`config.mk`:
```
export PLATFORM = sky130hd
export DESIGN_NAME = udrq_top
export DESIGN_NICKNAME = d
export VERILOG_FILES = /design/src/logic/udrq_pkg.sv /design/src/logic/udrq_top.sv
export SDC_FILE = /design/constraint.sdc
export NUM_CORES = 1
export LEC_CHECK = 0
export BUFFER_PORTS_ARGS = -buffer_cell sky130_fd_sc_hd__buf_4
export CAP_MARGIN = 10
export CORE_MARGIN = 8
export CORE_UTILIZATION = 29
export DETAILED_ROUTE_END_ITERATION = 6
export GPL_TIMING_DRIVEN = 0
export PLACE_DENSITY = 0.6
export SLEW_MARGIN = 40
export SYNTH_ARGS = -nofsm -noshare
export SYNTH_HDL_FRONTEND = slang
export SYNTH_SLANG_ARGS = --single-unit
```
`constraint.sdc`:
```
create_clock -name hclk -period 3.7 [get_ports hclk]
set_input_delay 0.185 -clock hclk [delete_from_list [all_inputs] [get_ports hclk]]
set_output_delay 0.185 -clock hclk [all_outputs]
set_load 0.02 [all_outputs]
```
`src/logic/udrq_pkg.sv`:
```
// Purpose: constants for the uart data path and receive queue registers
// Assumes: 32-bit AHB-Lite register bus, word-aligned registers
// Notes:   byte offsets equal the printed offsets
package udrq_pkg;
  localparam logic [7:0] OFF_RX_CHAR      = 8'h24;
  localparam logic [7:0] OFF_TX_CHAR      = 8'h28;
  localparam logic [7:0] OFF_CONFIG       = 8'h2c;
  localparam logic [7:0] OFF_STATUS       = 8'h30;
  localparam logic [7:0] OFF_INT_STATUS   = 8'h34;
  localparam logic [7:0] OFF_INT_MASK     = 8'h38;
  localparam logic [7:0] OFF_COHERENCE    = 8'hc0;
  localparam logic [7:0] OFF_RXQ_CS       = 8'hd0;

  localparam int CHAR_W        = 9;
  localparam int QUEUE_DEPTH   = 4;
  localparam int QCNT_W        = 3;

  localparam int CHC_HCM_BIT   = 0;
  localparam int CHC_EARLY_PARITY_ERROR_FLAG_BIT = 8;
  localparam logic [31:0] CHC_RESET = 32'h0000_0000;

  localparam int RFCS_EARLY_NACK_ENABLE_BIT = 0;
  localparam int RFCS_RX_QUEUE_ENABLE_BIT   = 8;
  localparam int RFCS_RX_QUEUE_FULL_INT_ENABLE_BIT  = 9;
  localparam int RFCS_RFE_BIT    = 10;
  localparam int RFCS_RFF_BIT    = 11;
  localparam int RFCS_CNT_LSB    = 12;
  localparam int RFCS_RX_QUEUE_FULL_INT_FLAG_BIT = 15;
  localparam logic [31:0] RFCS_RESET = 32'h0000_0400;

  localparam int CFG_PARITY_CHECK_ENABLE_BIT   = 0;
  localparam int CFG_WL9_BIT    = 1;
  localparam int CFG_DEEP_SLEEP_OPERATION_ENABLE_BIT   = 2;
  localparam int CFG_SC_BIT     = 3;
  localparam int CFG_FLUSH_BIT  = 4;
  localparam logic [31:0] CFG_RESET = 32'h0000_0000;

  localparam int ST_RECEIVE_BUFFER_NOT_EMPTY_FLAG_BIT    = 0;
  localparam int ST_TBE_BIT     = 1;
  localparam int ST_OVERRUN_ERROR_FLAG_BIT   = 2;

  localparam int EV_RX_BIT      = 0;
  localparam int EV_OVR_BIT     = 1;
  localparam int EV_PERR_BIT    = 2;
  localparam int EV_QFULL_BIT   = 3;
  localparam int EV_W           = 4;

  localparam int NACK_EARLY_SUB = 16;
endpackage

```
`src/logic/udrq_top.sv`:
```
// Purpose: uart data registers, coherence control and receive queue
// Assumes: AHB-Lite slave, zero wait state, frame engine outside feeds rx/tx strobes
// Notes:   nack timing output counts in sixteenths of a bit time
//
// The AHB-Lite slave port was chosen for this implementation.
`timescale 1ns/1ps

// Function
// - receive register shows held character, or oldest queued character with queue active, in bits 8:0, rest zero
// - with parity on, character msb read holds received parity bit
// - transmit bits 8:0; parity replaces msb when parity is on
// - early parity flag set on bad parity sample; writing 0 clears it
// - coherence mode 0: request to send follows receive not empty
// - coherence mode 1: request to send high after last data bit sampled
// - coherence register reserved bits always read zero
// - queue empty flag bit 10, set after reset
// - queue full flag bit 11 when no room left
// - queue count in bits 14:12
// - queue full interrupt flag bit 15, signalled only when bit 9 set
// - queue enable bit 8 takes effect only with deep sleep enable set
// - smartcard early nack starts nack one sixteenth bit earlier on parity error
// - receive not empty cleared by data read or flush command
// - overrun set when new word arrives while receive not empty and the queue is inactive or full
module udrq_top (
  input  wire logic        hclk,
  input  wire logic        hresetn,
  input  wire logic        hsel,
  input  wire logic [31:0] haddr,
  input  wire logic [1:0]  htrans,
  input  wire logic        hwrite,
  input  wire logic [2:0]  hsize,
  input  wire logic [31:0] hwdata,
  input  wire logic        hready,
  output logic      [31:0] hrdata,
  output logic             hreadyout,
  output logic             hresp,
  input  wire logic        rx_last_bit_sampled,
  input  wire logic        rx_parity_bad,
  input  wire logic        rx_word_valid,
  input  wire logic [8:0]  rx_word,
  output logic             tx_word_valid,
  output logic      [8:0]  tx_word,
  input  wire logic        tx_word_taken,
  input  wire logic        rx_word_taken_n,
  output logic      [4:0]  nack_start_sixteenths,
  output logic             request_to_send_out_n,
  output logic             irq
);
  localparam logic [4:0] NACK_NORMAL = 5'(udrq_pkg::NACK_EARLY_SUB);

  logic [31:0] cfg_q;
  logic        hcm_q, early_parity_error_flag_q, early_nack_enable_q, rx_queue_enable_q, rx_queue_full_int_enable_q, rx_queue_full_int_flag_q;
  logic        receive_buffer_not_empty_flag_q, overrun_error_flag_q, tbe_q, rts_q;
  logic [8:0]  rx_hold_q;
  logic [8:0]  queue_q [udrq_pkg::QUEUE_DEPTH];
  logic [1:0]  rd_ptr_q, wr_ptr_q;
  logic [2:0]  cnt_q;
  logic [8:0]  tx_q;
  logic [udrq_pkg::EV_W-1:0] ist_q, imask_q;
  logic        ap_wr_q, ap_rd_q;
  logic [7:0]  ap_addr_q;
  logic        ap_word_q;
  logic [31:0] rdata_d;

  logic parity_on, wl9, q_active, q_full, q_empty;
  logic pop, push, rd_rx, wr_tx, flush;
  logic [udrq_pkg::EV_W-1:0] ev;
  logic perr_ev, ovr_ev, q_was_active_q;

  function automatic logic [8:0] apply_parity(input logic [8:0] c, input logic on,
                                              input logic nine);
    logic [8:0] r;
    r = c;
    if (on && nine) begin
      r[8] = ^c[7:0];
    end else if (on) begin
      r[7] = ^c[6:0];
      r[8] = 1'b0;
    end else if (!nine) begin
      r[8] = 1'b0;
    end
    return r;
  endfunction

  function automatic logic [2:0] next_count(input logic [2:0] c, input logic add,
                                             input logic sub);
    return c + 3'(add) - 3'(sub);
  endfunction

  function automatic logic reg_hit(input logic v, input logic [7:0] a,
                                   input logic [7:0] off);
    return v && (a == off);
  endfunction

  assign parity_on = cfg_q[udrq_pkg::CFG_PARITY_CHECK_ENABLE_BIT];
  assign wl9       = cfg_q[udrq_pkg::CFG_WL9_BIT];
  assign q_active  = rx_queue_enable_q && cfg_q[udrq_pkg::CFG_DEEP_SLEEP_OPERATION_ENABLE_BIT];
  assign q_full    = (cnt_q == 3'(udrq_pkg::QUEUE_DEPTH));
  assign q_empty   = (cnt_q == 3'h0);

  // bus decode; data phase registers
  assign hreadyout = 1'b1;
  assign hresp     = 1'b0;
  assign rd_rx = reg_hit(ap_rd_q, ap_addr_q, udrq_pkg::OFF_RX_CHAR);
  // sub-word writes to word-only registers are ignored
  assign wr_tx = ap_word_q && reg_hit(ap_wr_q, ap_addr_q, udrq_pkg::OFF_TX_CHAR);
  assign flush = reg_hit(ap_wr_q, ap_addr_q, udrq_pkg::OFF_CONFIG)
                 && hwdata[udrq_pkg::CFG_FLUSH_BIT];

  always_ff @(posedge hclk or negedge hresetn) begin
    if (!hresetn) begin
      ap_wr_q   <= 1'b0;
      ap_rd_q   <= 1'b0;
      ap_addr_q <= 8'h00;
      ap_word_q <= 1'b0;
    end else if (hready) begin
      ap_wr_q   <= hsel && htrans[1] && hwrite;
      ap_rd_q   <= hsel && htrans[1] && !hwrite;
      ap_addr_q <= {haddr[7:2], 2'b00};
      ap_word_q <= (hsize == 3'h2);
    end
  end

  // configuration registers
  always_ff @(posedge hclk or negedge hresetn) begin
    if (!hresetn) begin
      cfg_q    <= udrq_pkg::CFG_RESET;
      hcm_q    <= 1'b0;
      early_nack_enable_q <= 1'b0;
      rx_queue_enable_q   <= 1'b0;
      rx_queue_full_int_enable_q  <= 1'b0;
      imask_q  <= '0;
    end else if (ap_wr_q) begin
      case (ap_addr_q)
        udrq_pkg::OFF_CONFIG: begin
          cfg_q <= {28'h0, hwdata[3:0]};
        end
        udrq_pkg::OFF_COHERENCE: begin
          hcm_q <= hwdata[udrq_pkg::CHC_HCM_BIT];
        end
        udrq_pkg::OFF_RXQ_CS: begin
          if (ap_word_q) begin
            early_nack_enable_q <= hwdata[udrq_pkg::RFCS_EARLY_NACK_ENABLE_BIT];
            rx_queue_enable_q   <= hwdata[udrq_pkg::RFCS_RX_QUEUE_ENABLE_BIT];
            rx_queue_full_int_enable_q  <= hwdata[udrq_pkg::RFCS_RX_QUEUE_FULL_INT_ENABLE_BIT];
          end
        end
        udrq_pkg::OFF_INT_MASK: begin
          imask_q <= hwdata[udrq_pkg::EV_W-1:0];
        end
        default: begin
        end
      endcase
    end
  end

  // early parity flag: set wins over the write-0 clear
  always_ff @(posedge hclk or negedge hresetn) begin
    if (!hresetn) begin
      early_parity_error_flag_q <= 1'b0;
    end else if (perr_ev) begin
      early_parity_error_flag_q <= 1'b1;
    end else if (reg_hit(ap_wr_q, ap_addr_q, udrq_pkg::OFF_COHERENCE)
                 && !hwdata[udrq_pkg::CHC_EARLY_PARITY_ERROR_FLAG_BIT]) begin
      early_parity_error_flag_q <= 1'b0;
    end
  end

  // receive path: holding register or queue
  assign push = rx_word_valid && q_active && !q_full;
  assign pop  = rd_rx && q_active && !q_empty;
  assign perr_ev = rx_last_bit_sampled && rx_parity_bad && parity_on;
  assign ovr_ev  = rx_word_valid && receive_buffer_not_empty_flag_q && (!q_active || q_full);

  always_ff @(posedge hclk or negedge hresetn) begin
    if (!hresetn) begin
      rd_ptr_q <= 2'h0;
      wr_ptr_q <= 2'h0;
      cnt_q    <= 3'h0;
    end else if (flush || !q_active) begin
      rd_ptr_q <= 2'h0;
      wr_ptr_q <= 2'h0;
      cnt_q    <= 3'h0;
    end else begin
      if (push) begin
        wr_ptr_q <= wr_ptr_q + 2'h1;
      end
      if (pop) begin
        rd_ptr_q <= rd_ptr_q + 2'h1;
      end
      cnt_q <= next_count(cnt_q, push, pop);
    end
  end

  always_ff @(posedge hclk) begin
    if (push) begin
      queue_q[wr_ptr_q] <= rx_word;
    end
  end

  always_ff @(posedge hclk or negedge hresetn) begin
    if (!hresetn) begin
      rx_hold_q <= 9'h000;
    end else if (rx_word_valid && !q_active) begin
      rx_hold_q <= rx_word;
    end
  end

  always_ff @(posedge hclk or negedge hresetn) begin
    if (!hresetn) begin
      q_was_active_q <= 1'b0;
    end else begin
      q_was_active_q <= q_active;
    end
  end

  // receive not empty and overrun
  always_ff @(posedge hclk or negedge hresetn) begin
    if (!hresetn) begin
      receive_buffer_not_empty_flag_q  <= 1'b0;
      overrun_error_flag_q <= 1'b0;
    end else begin
      if (q_active) begin
        receive_buffer_not_empty_flag_q <= next_count(cnt_q, push, pop) != 3'h0;
      end else if (rx_word_valid) begin
        receive_buffer_not_empty_flag_q <= 1'b1;
      // a queue just switched off leaves no word behind
      end else if (rd_rx || flush || q_was_active_q) begin
        receive_buffer_not_empty_flag_q <= 1'b0;
      end
      if (flush && q_active) begin
        receive_buffer_not_empty_flag_q <= 1'b0;
      end
      if (ovr_ev) begin
        overrun_error_flag_q <= 1'b1;
      end else if (reg_hit(ap_wr_q, ap_addr_q, udrq_pkg::OFF_STATUS)
                   && hwdata[udrq_pkg::ST_OVERRUN_ERROR_FLAG_BIT]) begin
        overrun_error_flag_q <= 1'b0;
      end
    end
  end

  // queue full interrupt flag, cleared when a pop makes room
  always_ff @(posedge hclk or negedge hresetn) begin
    if (!hresetn) begin
      rx_queue_full_int_flag_q <= 1'b0;
    end else if (push && !pop && cnt_q == 3'(udrq_pkg::QUEUE_DEPTH - 1)) begin
      rx_queue_full_int_flag_q <= 1'b1;
    end else if (pop || flush || !q_active) begin
      rx_queue_full_int_flag_q <= 1'b0;
    end
  end

  // transmit path
  always_ff @(posedge hclk or negedge hresetn) begin
    if (!hresetn) begin
      tx_q          <= 9'h000;
      tbe_q         <= 1'b1;
      tx_word_valid <= 1'b0;
      tx_word       <= 9'h000;
    end else begin
      if (wr_tx && tbe_q) begin
        tx_q          <= hwdata[8:0];
        tbe_q         <= 1'b0;
        tx_word_valid <= 1'b1;
        tx_word       <= apply_parity(hwdata[8:0], parity_on, wl9);
      end else if (tx_word_taken) begin
        tbe_q         <= 1'b1;
        tx_word_valid <= 1'b0;
      end
    end
  end

  // request to send policy
  always_ff @(posedge hclk or negedge hresetn) begin
    if (!hresetn) begin
      rts_q <= 1'b0;
    end else if (rx_last_bit_sampled) begin
      rts_q <= 1'b1;
    end else if (!receive_buffer_not_empty_flag_q && rx_word_taken_n) begin
      rts_q <= 1'b0;
    end
  end

  always_ff @(posedge hclk or negedge hresetn) begin
    if (!hresetn) begin
      request_to_send_out_n <= 1'b0;
    end else begin
      request_to_send_out_n <= hcm_q ? rts_q : receive_buffer_not_empty_flag_q;
    end
  end

  // smartcard nack timing
  always_ff @(posedge hclk or negedge hresetn) begin
    if (!hresetn) begin
      nack_start_sixteenths <= NACK_NORMAL;
    end else if (cfg_q[udrq_pkg::CFG_SC_BIT] && early_nack_enable_q && rx_parity_bad) begin
      nack_start_sixteenths <= NACK_NORMAL - 5'h01;
    end else begin
      nack_start_sixteenths <= NACK_NORMAL;
    end
  end

  // sticky events, cleared by reading the interrupt status
  assign ev = {rx_queue_full_int_flag_q && rx_queue_full_int_enable_q,
               perr_ev,
               ovr_ev,
               rx_word_valid};

  always_ff @(posedge hclk or negedge hresetn) begin
    if (!hresetn) begin
      ist_q <= '0;
    end else if (reg_hit(ap_rd_q, ap_addr_q, udrq_pkg::OFF_INT_STATUS)) begin
      ist_q <= ev;
    end else begin
      ist_q <= ist_q | ev;
    end
  end

  always_ff @(posedge hclk or negedge hresetn) begin
    if (!hresetn) begin
      irq <= 1'b0;
    end else begin
      irq <= |(ist_q & imask_q);
    end
  end

  // read mux in the data phase
  always_comb begin
    rdata_d = 32'h0000_0000;
    case (ap_addr_q)
      udrq_pkg::OFF_RX_CHAR: begin
        rdata_d[8:0] = q_active ? queue_q[rd_ptr_q] : rx_hold_q;
      end
      udrq_pkg::OFF_TX_CHAR: begin
        rdata_d[8:0] = tx_q;
      end
      udrq_pkg::OFF_CONFIG: begin
        rdata_d = cfg_q;
      end
      udrq_pkg::OFF_STATUS: begin
        rdata_d[udrq_pkg::ST_RECEIVE_BUFFER_NOT_EMPTY_FLAG_BIT]  = receive_buffer_not_empty_flag_q;
        rdata_d[udrq_pkg::ST_TBE_BIT]   = tbe_q;
        rdata_d[udrq_pkg::ST_OVERRUN_ERROR_FLAG_BIT] = overrun_error_flag_q;
      end
      udrq_pkg::OFF_INT_STATUS: begin
        rdata_d[udrq_pkg::EV_W-1:0] = ist_q;
      end
      udrq_pkg::OFF_INT_MASK: begin
        rdata_d[udrq_pkg::EV_W-1:0] = imask_q;
      end
      udrq_pkg::OFF_COHERENCE: begin
        rdata_d[udrq_pkg::CHC_HCM_BIT]   = hcm_q;
        rdata_d[udrq_pkg::CHC_EARLY_PARITY_ERROR_FLAG_BIT] = early_parity_error_flag_q;
      end
      udrq_pkg::OFF_RXQ_CS: begin
        rdata_d[udrq_pkg::RFCS_EARLY_NACK_ENABLE_BIT] = early_nack_enable_q;
        rdata_d[udrq_pkg::RFCS_RX_QUEUE_ENABLE_BIT]   = rx_queue_enable_q;
        rdata_d[udrq_pkg::RFCS_RX_QUEUE_FULL_INT_ENABLE_BIT]  = rx_queue_full_int_enable_q;
        rdata_d[udrq_pkg::RFCS_RFE_BIT]    = q_empty;
        rdata_d[udrq_pkg::RFCS_RFF_BIT]    = q_full;
        rdata_d[udrq_pkg::RFCS_CNT_LSB +: udrq_pkg::QCNT_W] = cnt_q;
        rdata_d[udrq_pkg::RFCS_RX_QUEUE_FULL_INT_FLAG_BIT] = rx_queue_full_int_flag_q;
      end
      default: begin
        rdata_d = 32'h0000_0000;
      end
    endcase
  end

  assign hrdata = ap_rd_q ? rdata_d : 32'h0000_0000;
endmodule

```
==> flow_summary.toml, run 1 <==
[worst_setup_path]
slowest_stage = "dfrtp_1"
path_class = "flip-flop to flip-flop"
startpoint = "ap_addr_q[3]$_DFFE_PN0P_"
crit_chain = "clkbuf_1, nor2b_2, nand4_1, or2_2, ha_1, inv_1, ha_1, inv_1, fa_1, xor3_1, nor3b_1, o21bai_1, mux2_2"
critPathMaxFanout = 10
r2r_start = "ap_addr_q[3]$_DFFE_PN0P_"
crit_path_start_kind = "flip-flop"
arrival_ns = 3.67
critPathCapture = "receive_buffer_not_empty_flag_q$_DFFE_PN0P_"
reg2reg_slack_ns = 0.26
cp_data_required_time_ns = 3.93
reg2reg_depth = 13
rr_endpoint = "receive_buffer_not_empty_flag_q$_DFFE_PN0P_"
cp-end-kind = "flip-flop"
max_stage_delay_ns = 0.38

[placement]
portBuffers = 71
place_area_um2 = 5750
place.gp.congestion = 0.859
dp_hpwl_mm = 9.22
dp.cells = 685

[final_layout]
nNetsFinal = 573
fin_area_um2 = 6070
diodes = 0
area_growth_pct = 24.9
drive_gt1_share_pct = 38.4
final_cells = 702

[synth]
yosysSeqAreaShare_pct = 55.2
syn-mean-instance-area_um2 = 12.9
synth-main-ff-cell = "dfrtp_1"
synth_top_cell_area_share_pct = 31.9
synthCells = 377
synth_edf_count = 36
synth-compound-area-share_pct = 6.76
async_reset_ff_share_pct = 64.0
synth.area.mux_share_pct = 15.9
ys_types = 52
yosys.area_share.simple_pct = 10.9
synth-xor-area-share_pct = 2.13
synth_top_cells_by_count = "dfrtp_1, mux2_2, edfxtp_1, buf_4, nand2_1"
yosysWarnings = 0
synthesis.area_um2 = 4860
synthTopCellsByArea = "dfrtp_1, edfxtp_1, mux2_2"
synth_top_family_by_area = "multiplexers"
yosys.area_share.adder_pct = 2.21
synth_most_common_cell = "dfrtp_1"
ys_ff_latch = 100
synth_top_area_cell = "dfrtp_1"

[pwr]
leakagePower_uw = 0.00258
p_per_area_nw_per_um2 = 401
irDropWorstVdd_mv = 0.244
p_total_uw = 2430

[floorplanning]
io-pin-count = 139
fp.dieW_um = 146
dieArea_um2 = 21200
die_h_um = 146
core-area_um2 = 16500
fp-row-count = 47
start_util_pct = 29.5

[timing]
fmax_mhz = 291
layout_min_cycle_time_ns = 3.44
relSlewSlack_pct = 54.9
clock_skew_ns = 0.00892
hold_viol_final = 0
finalSetupTns_ns = 0
finalMaxSlewViolations = 0
setup_viol = 0
tightest_slew_ns = 0.677
finalCritPeriodShare_pct = 92.9
rsz0062_at_grt = "false"

[clock_network]
cts_made_buffers = 9
root_buffer = "clkbuf_16"
clock_latency_ns = 0.34
htree_num_levels = 3
cts_sinks = 100
cts_tree = "yes"
path_clk_slew_ns = 0.07
post_cts_buffers = 0
cts_buffer_depth = 2

[global_route]
grt_first_pass_wirelength_mm = 19.1
grt_max_degree = 36
grt-ovfl-total = 0
antenna_found_initial = 0
grt_usage_pct = 11.5
first_global_vias = 3406

[outcome]
outcome = "complete, no violations"

[routing]
routedWlPerCell_um = 17.2
drc = 0
drt_first_pass_iters = 4
num_vias = 3231
final_antenna_net_count = 0
drt_iter0_markers = 245
drt_wl_total_mm = 12.1
via_per_inst = 4.60

[flow_run]
maxCapViolCount = 0

[min_path]
min_path_type = "input port to flip-flop"
==> repair_timing <==
item                                    in CTS  in global routing
endpoints found under the setup margin       1                  1
resized for setup                            1                  2
hold buffers                                 1                  0
hold endpoints to repair                    27                  0
cloned                                       0                  0
==> worst max-delay path, delay by kind of cell (launching register included) <==
kind	cells	cell delay, ns
compound gates	1	0.11
flops	1	0.38
xor+xnor	1	0.21
buf+inv	3	0.34
fa+ha+maj	3	0.80
mux	1	0.27
simple gates	4	1.21
==> per-stage QoR <==
step           hold slack (ns)  utilization, %  setup slack (ns)
2_1_floorplan           -0.111               -             0.665
3_3_place_gp             0.346            34.8           -0.0247
3_5_place_dp             0.146            34.9            -0.119
4_1_cts                 0.0346            36.8             0.130
5_1_grt                 0.0377            36.9           0.00509
6_report                0.0415            36.9             0.263
==> sequential cells by signal, summed over array words and instances, names as in the netlist, 2 cells and up <==
register,cells
nack_start_sixteenths,2
cfg_q,4
cnt_q,3
tx_q,2
ist_q,4
tx_word,9
rx_hold_q,9
queue_q,36
imask_q,4
wr_ptr_q,2
ap_addr_q,6
rd_ptr_q,2
==> cell type report <==
cell class	instances	area [µm²]
buffer	41	268
clock buffer	11	233
multi-input combinational	236	1930
fill	1606	10400
sequential	100	2690
tap	220	275
clock inverter	5	61.3
timing repair buffer	73	563
inverter	16	60.1
==> layout by cell type (no fill, tap or decap), types with 2 or more instances in the layout <==
cell type,instances
a22oi_1,8
nand2_1,22
a21oi_1,4
dfrtp_1,62
mux4_2,9
mux2_2,47
nand4b_1,2
nor2_1,18
or3_1,4
buf_4,100
and2_1,13
nor3_1,2
clkbuf_1,10
clkbuf_16,9
edfxtp_1,36
nor3b_1,2
a22o_1,2
and3_1,5
xnor3_1,2
dfstp_2,2
a21o_1,4
a31oi_1,4
nand4_1,5
ha_1,7
xnor2_1,4
nand3_1,8
o21ai_0,12
nand2b_1,2
conb_1,18
clkinv_4,2
inv_1,16
nand3b_1,2
nor2b_1,5
buf_2,4
mux2i_1,4
==> worst min-delay path by stage <==
stage,startpoint,to,slack [ns],cells past startpoint
2_1_floorplan,hresetn,ap_addr_q[2]$_DFFE_PN0P_,-0.11,0
3_3_place_gp,hresetn,ap_addr_q[7]$_DFFE_PN0P_,0.35,1
3_5_place_dp,hresetn,ap_addr_q[5]$_DFFE_PN0P_,0.15,1
4_1_cts,tx_word_taken,tx_word_valid$_DFFE_PN0P_,0.03,2
5_1_grt,rx_word[1],queue_q[1][1]$_DFFE_PP_,0.04,1
6_report,tx_word_taken,tx_word_valid$_DFFE_PN0P_,0.04,2
==> layer usage <==
| metal | GRT usage (%) | part of all wire [%] | up-vias |
|---|---|---|---|
| met5 | 0 | 0 | - |
| met4 | 4.16 | 2.0 | 0 |
| met3 | 3.86 | 6.1 | 18 |
| met2 | 19.8 | 51 | 94 |
| met1 | 13.1 | 41 | 1608 |
| li1 | - | - | 1511 |
==> power breakdown <==
part	internal, µW	switching (µW)	leakage [µW]
Sequential	1190	37.7	0.00111
Clock	529	409	0.000144
Combinational	132	136	0.00132
==> cells by family (layout without fill, tap and decap cells) <==
family | Yosys count | in the layout
AO/OA/AOI/OAI | 45 | 45
XOR/XNOR | 7 | 7
adder cells (fa/ha/maj) | 8 | 8
buffers and inverters | 57 | 146
flip-flops | 100 | 100
multiplexers | 60 | 60
other | 2 | 18
AND/OR/NAND/NOR | 98 | 98
(Power assumes the default switching activity.)
==> inputs of run 2 (changes only) <==
--- a/config.mk
+++ b/config.mk
@@ -5,13 +5,13 @@
 export SDC_FILE = /design/constraint.sdc
 export NUM_CORES = 1
 export LEC_CHECK = 0
+export ABC_AREA = 1
 export BUFFER_PORTS_ARGS = -buffer_cell sky130_fd_sc_hd__buf_4
 export CAP_MARGIN = 10
-export CORE_MARGIN = 8
 export CORE_UTILIZATION = 29
 export DETAILED_ROUTE_END_ITERATION = 6
 export GPL_TIMING_DRIVEN = 0
-export PLACE_DENSITY = 0.6
+export PLACE_DENSITY = 0.59
 export SLEW_MARGIN = 40
 export SYNTH_ARGS = -nofsm -noshare
 export SYNTH_HDL_FRONTEND = slang
==> flow_summary.toml, run 2 <==
[synth]
synthCells = 592
yosysWarnings = 0
synth_top_cells_by_count = "nand2_1, nor2_1, inv_1, dfrtp_1, o21ai_0"
ys_types = 33
synthTopCellsByArea = "dfrtp_1, edfxtp_1, nand2_1"
synth_most_common_cell = "nand2_1"
synthesis.area_um2 = 5050
synth_edf_count = 36
synth_top_cell_area_share_pct = 30.7
yosysSeqAreaShare_pct = 53.1
ys_ff_latch = 100
synth-main-ff-cell = "dfrtp_1"
async_reset_ff_share_pct = 64.0
synth_top_area_cell = "dfrtp_1"
syn-mean-instance-area_um2 = 8.53

[routing]
final_antenna_net_count = 0
drt_wl_total_mm = 12.3
drc = 0
routedWlPerCell_um = 13.5
num_vias = 3989
drt_first_pass_iters = 4
drt_iter0_markers = 264
via_per_inst = 4.36

[global_route]
first_global_vias = 3919
grt-ovfl-total = 0
grt_first_pass_wirelength_mm = 20.4
antenna_found_initial = 0
grt_max_degree = 65
grt_usage_pct = 14.8

[clock_network]
cts_made_buffers = 9
cts_sinks = 100
htree_num_levels = 3
clock_latency_ns = 0.35
cts.repair.resized = 0
cts_tree = "yes"
path_clk_slew_ns = 0.07
root_buffer = "clkbuf_16"
cts_buffer_depth = 2
post_cts_buffers = 0
cts_hold_buf = 1

[floorplanning]
dieArea_um2 = 18000
die_h_um = 134
core-area_um2 = 16800
fp-row-count = 47
fp.dieW_um = 134
io-pin-count = 139
start_util_pct = 30.0

[timing]
hold_ws_ns = 0.0279
relSlewSlack_pct = 44.7
layout_min_cycle_time_ns = 2.89
tightest_slew_ns = 0.826
finalSetupTns_ns = 0
setup_slack_ns = 0.814
hold_viol_final = 0
finalCritPeriodShare_pct = 78.0
setup_viol = 0
finalMaxSlewViolations = 0
clock_skew_ns = 0.00614
fmax_mhz = 346
rsz0062_at_grt = "false"

[final_layout]
final_cell_mix = "nand2_1, buf_4, nor2_1"
largest_register_ffs = 36
diodes = 0
nNetsFinal = 786
largest_register = "queue_q"
drive_gt1_share_pct = 21.7
area_growth_pct = 22.8
fillCellCount = 1766
mostFrequentLayoutCell = "nand2_1"
reg.largest.list = "queue_q x36, rx_hold_q x9, tx_word x9"

[worst_setup_path]
cp_data_required_time_ns = 3.92
slowest_stage = "dfrtp_1"
r2r_start = "cfg_q[2]$_DFFE_PN0P_"
critPathCapture = "receive_buffer_not_empty_flag_q$_DFFE_PN0P_"
reg2reg_slack_ns = 0.81
startpoint = "cfg_q[2]$_DFFE_PN0P_"
cp-end-kind = "flip-flop"
crit_chain = "nand2_1, a31oi_1, nand2_1, inv_1, ha_1, inv_1, ha_1, inv_1, fa_1, xnor2_1, nand3_1, nand2_1, nand3_1"
arrival_ns = 3.10
crit_path_start_kind = "flip-flop"
reg2reg_depth = 13
max_stage_delay_ns = 0.41
critPathMaxFanout = 8
path_class = "flip-flop to flip-flop"
rr_endpoint = "receive_buffer_not_empty_flag_q$_DFFE_PN0P_"

[placement]
place.gp.congestion = 0.851
dp_hpwl_mm = 9.40
portBuffers = 70
dp_slack_ns = 0.895

[outcome]
outcome = "complete, no violations"

[pwr]
irDropWorstVdd_mv = 0.215
p_per_area_nw_per_um2 = 391
leakagePower_uw = 0.00296

[min_path]
min_path_type = "input port to flip-flop"

[flow_run]
maxCapViolCount = 0
run 2: logic make-up after synthesis:
logic type	Yosys count	synth area share, %
and+or+nand+nor	287	23.5
other	2	0.149
DFF	100	53.1
muxes	11	2.45
AOI/OAI and AO/OA	74	7.80
adders and majority gates	8	2.13
buffers and inverters	107	10.4
xor gates and xnor gates	3	0.520
run 2: metrics by stage:
| stage | area (µm²) | power [µW] | std cells | util (%) |
|---|---|---|---|---|
| 5_1_grt | 6200 | 2540 | 915 | 36.9 |
| 3_3_place_gp | 5910 | 1580 | 898 | 35.2 |
| 4_1_cts | 6200 | 2450 | 915 | 36.8 |
| 3_5_place_dp | 5920 | 1580 | 898 | 35.2 |
| 2_1_floorplan | 5110 | 1450 | 608 | - |
| 6_report | 6200 | 2430 | 915 | 36.9 |
run 2: critical path: cells and delay by family (launching register included):
family | cells | cell delay [ns]
fa+ha+maj | 3 | 0.74
compound gates | 1 | 0.34
simple gates | 5 | 0.78
xor+xnor | 1 | 0.21
buf+inv | 3 | 0.27
flops | 1 | 0.41
run 2: how the worst min path moves through the flow:
stage                  start                                 end  slack, ns  depth (start not counted)
2_1_floorplan        hresetn            ap_addr_q[2]$_DFFE_PN0P_      -0.11                          0
3_3_place_gp         hresetn               ap_word_q$_DFFE_PN0P_       0.35                          1
3_5_place_dp         hresetn              tx_word[7]$_DFFE_PN0P_       0.23                          1
4_1_cts        rx_parity_bad  nack_start_sixteenths[4]$_DFF_PN1_       0.03                          2
5_1_grt        rx_parity_bad  nack_start_sixteenths[4]$_DFF_PN1_       0.04                          2
6_report       rx_parity_bad  nack_start_sixteenths[4]$_DFF_PN1_       0.03                          2
run 2: area by class of cell:
type	count	area, µm²	area share [%]
Clock inverter	7	43.8	0.706
Timing Repair Buffer	71	539	8.69
Tap cell	220	275	4.44
Inverter	67	251	4.05
Clock buffer	9	225	3.63
Buffer	40	272	4.38
Multi-Input combinational cell	401	1910	30.8
Sequential cell	100	2690	43.3
run 2: metal layers:
layer	vias to the layer above	track usage (%)	wire length (µm)
met5	-	0	0
met4	0	6.38	241
met3	16	1.78	507
met2	100	23.1	5620
met1	1833	20.6	5960
li1	2040	-	-
run 2: power breakdown:
part / internal (µW) / switching (µW)
logic: 130 / 188
clock network: 451 / 415
registers: 1200 / 43.2
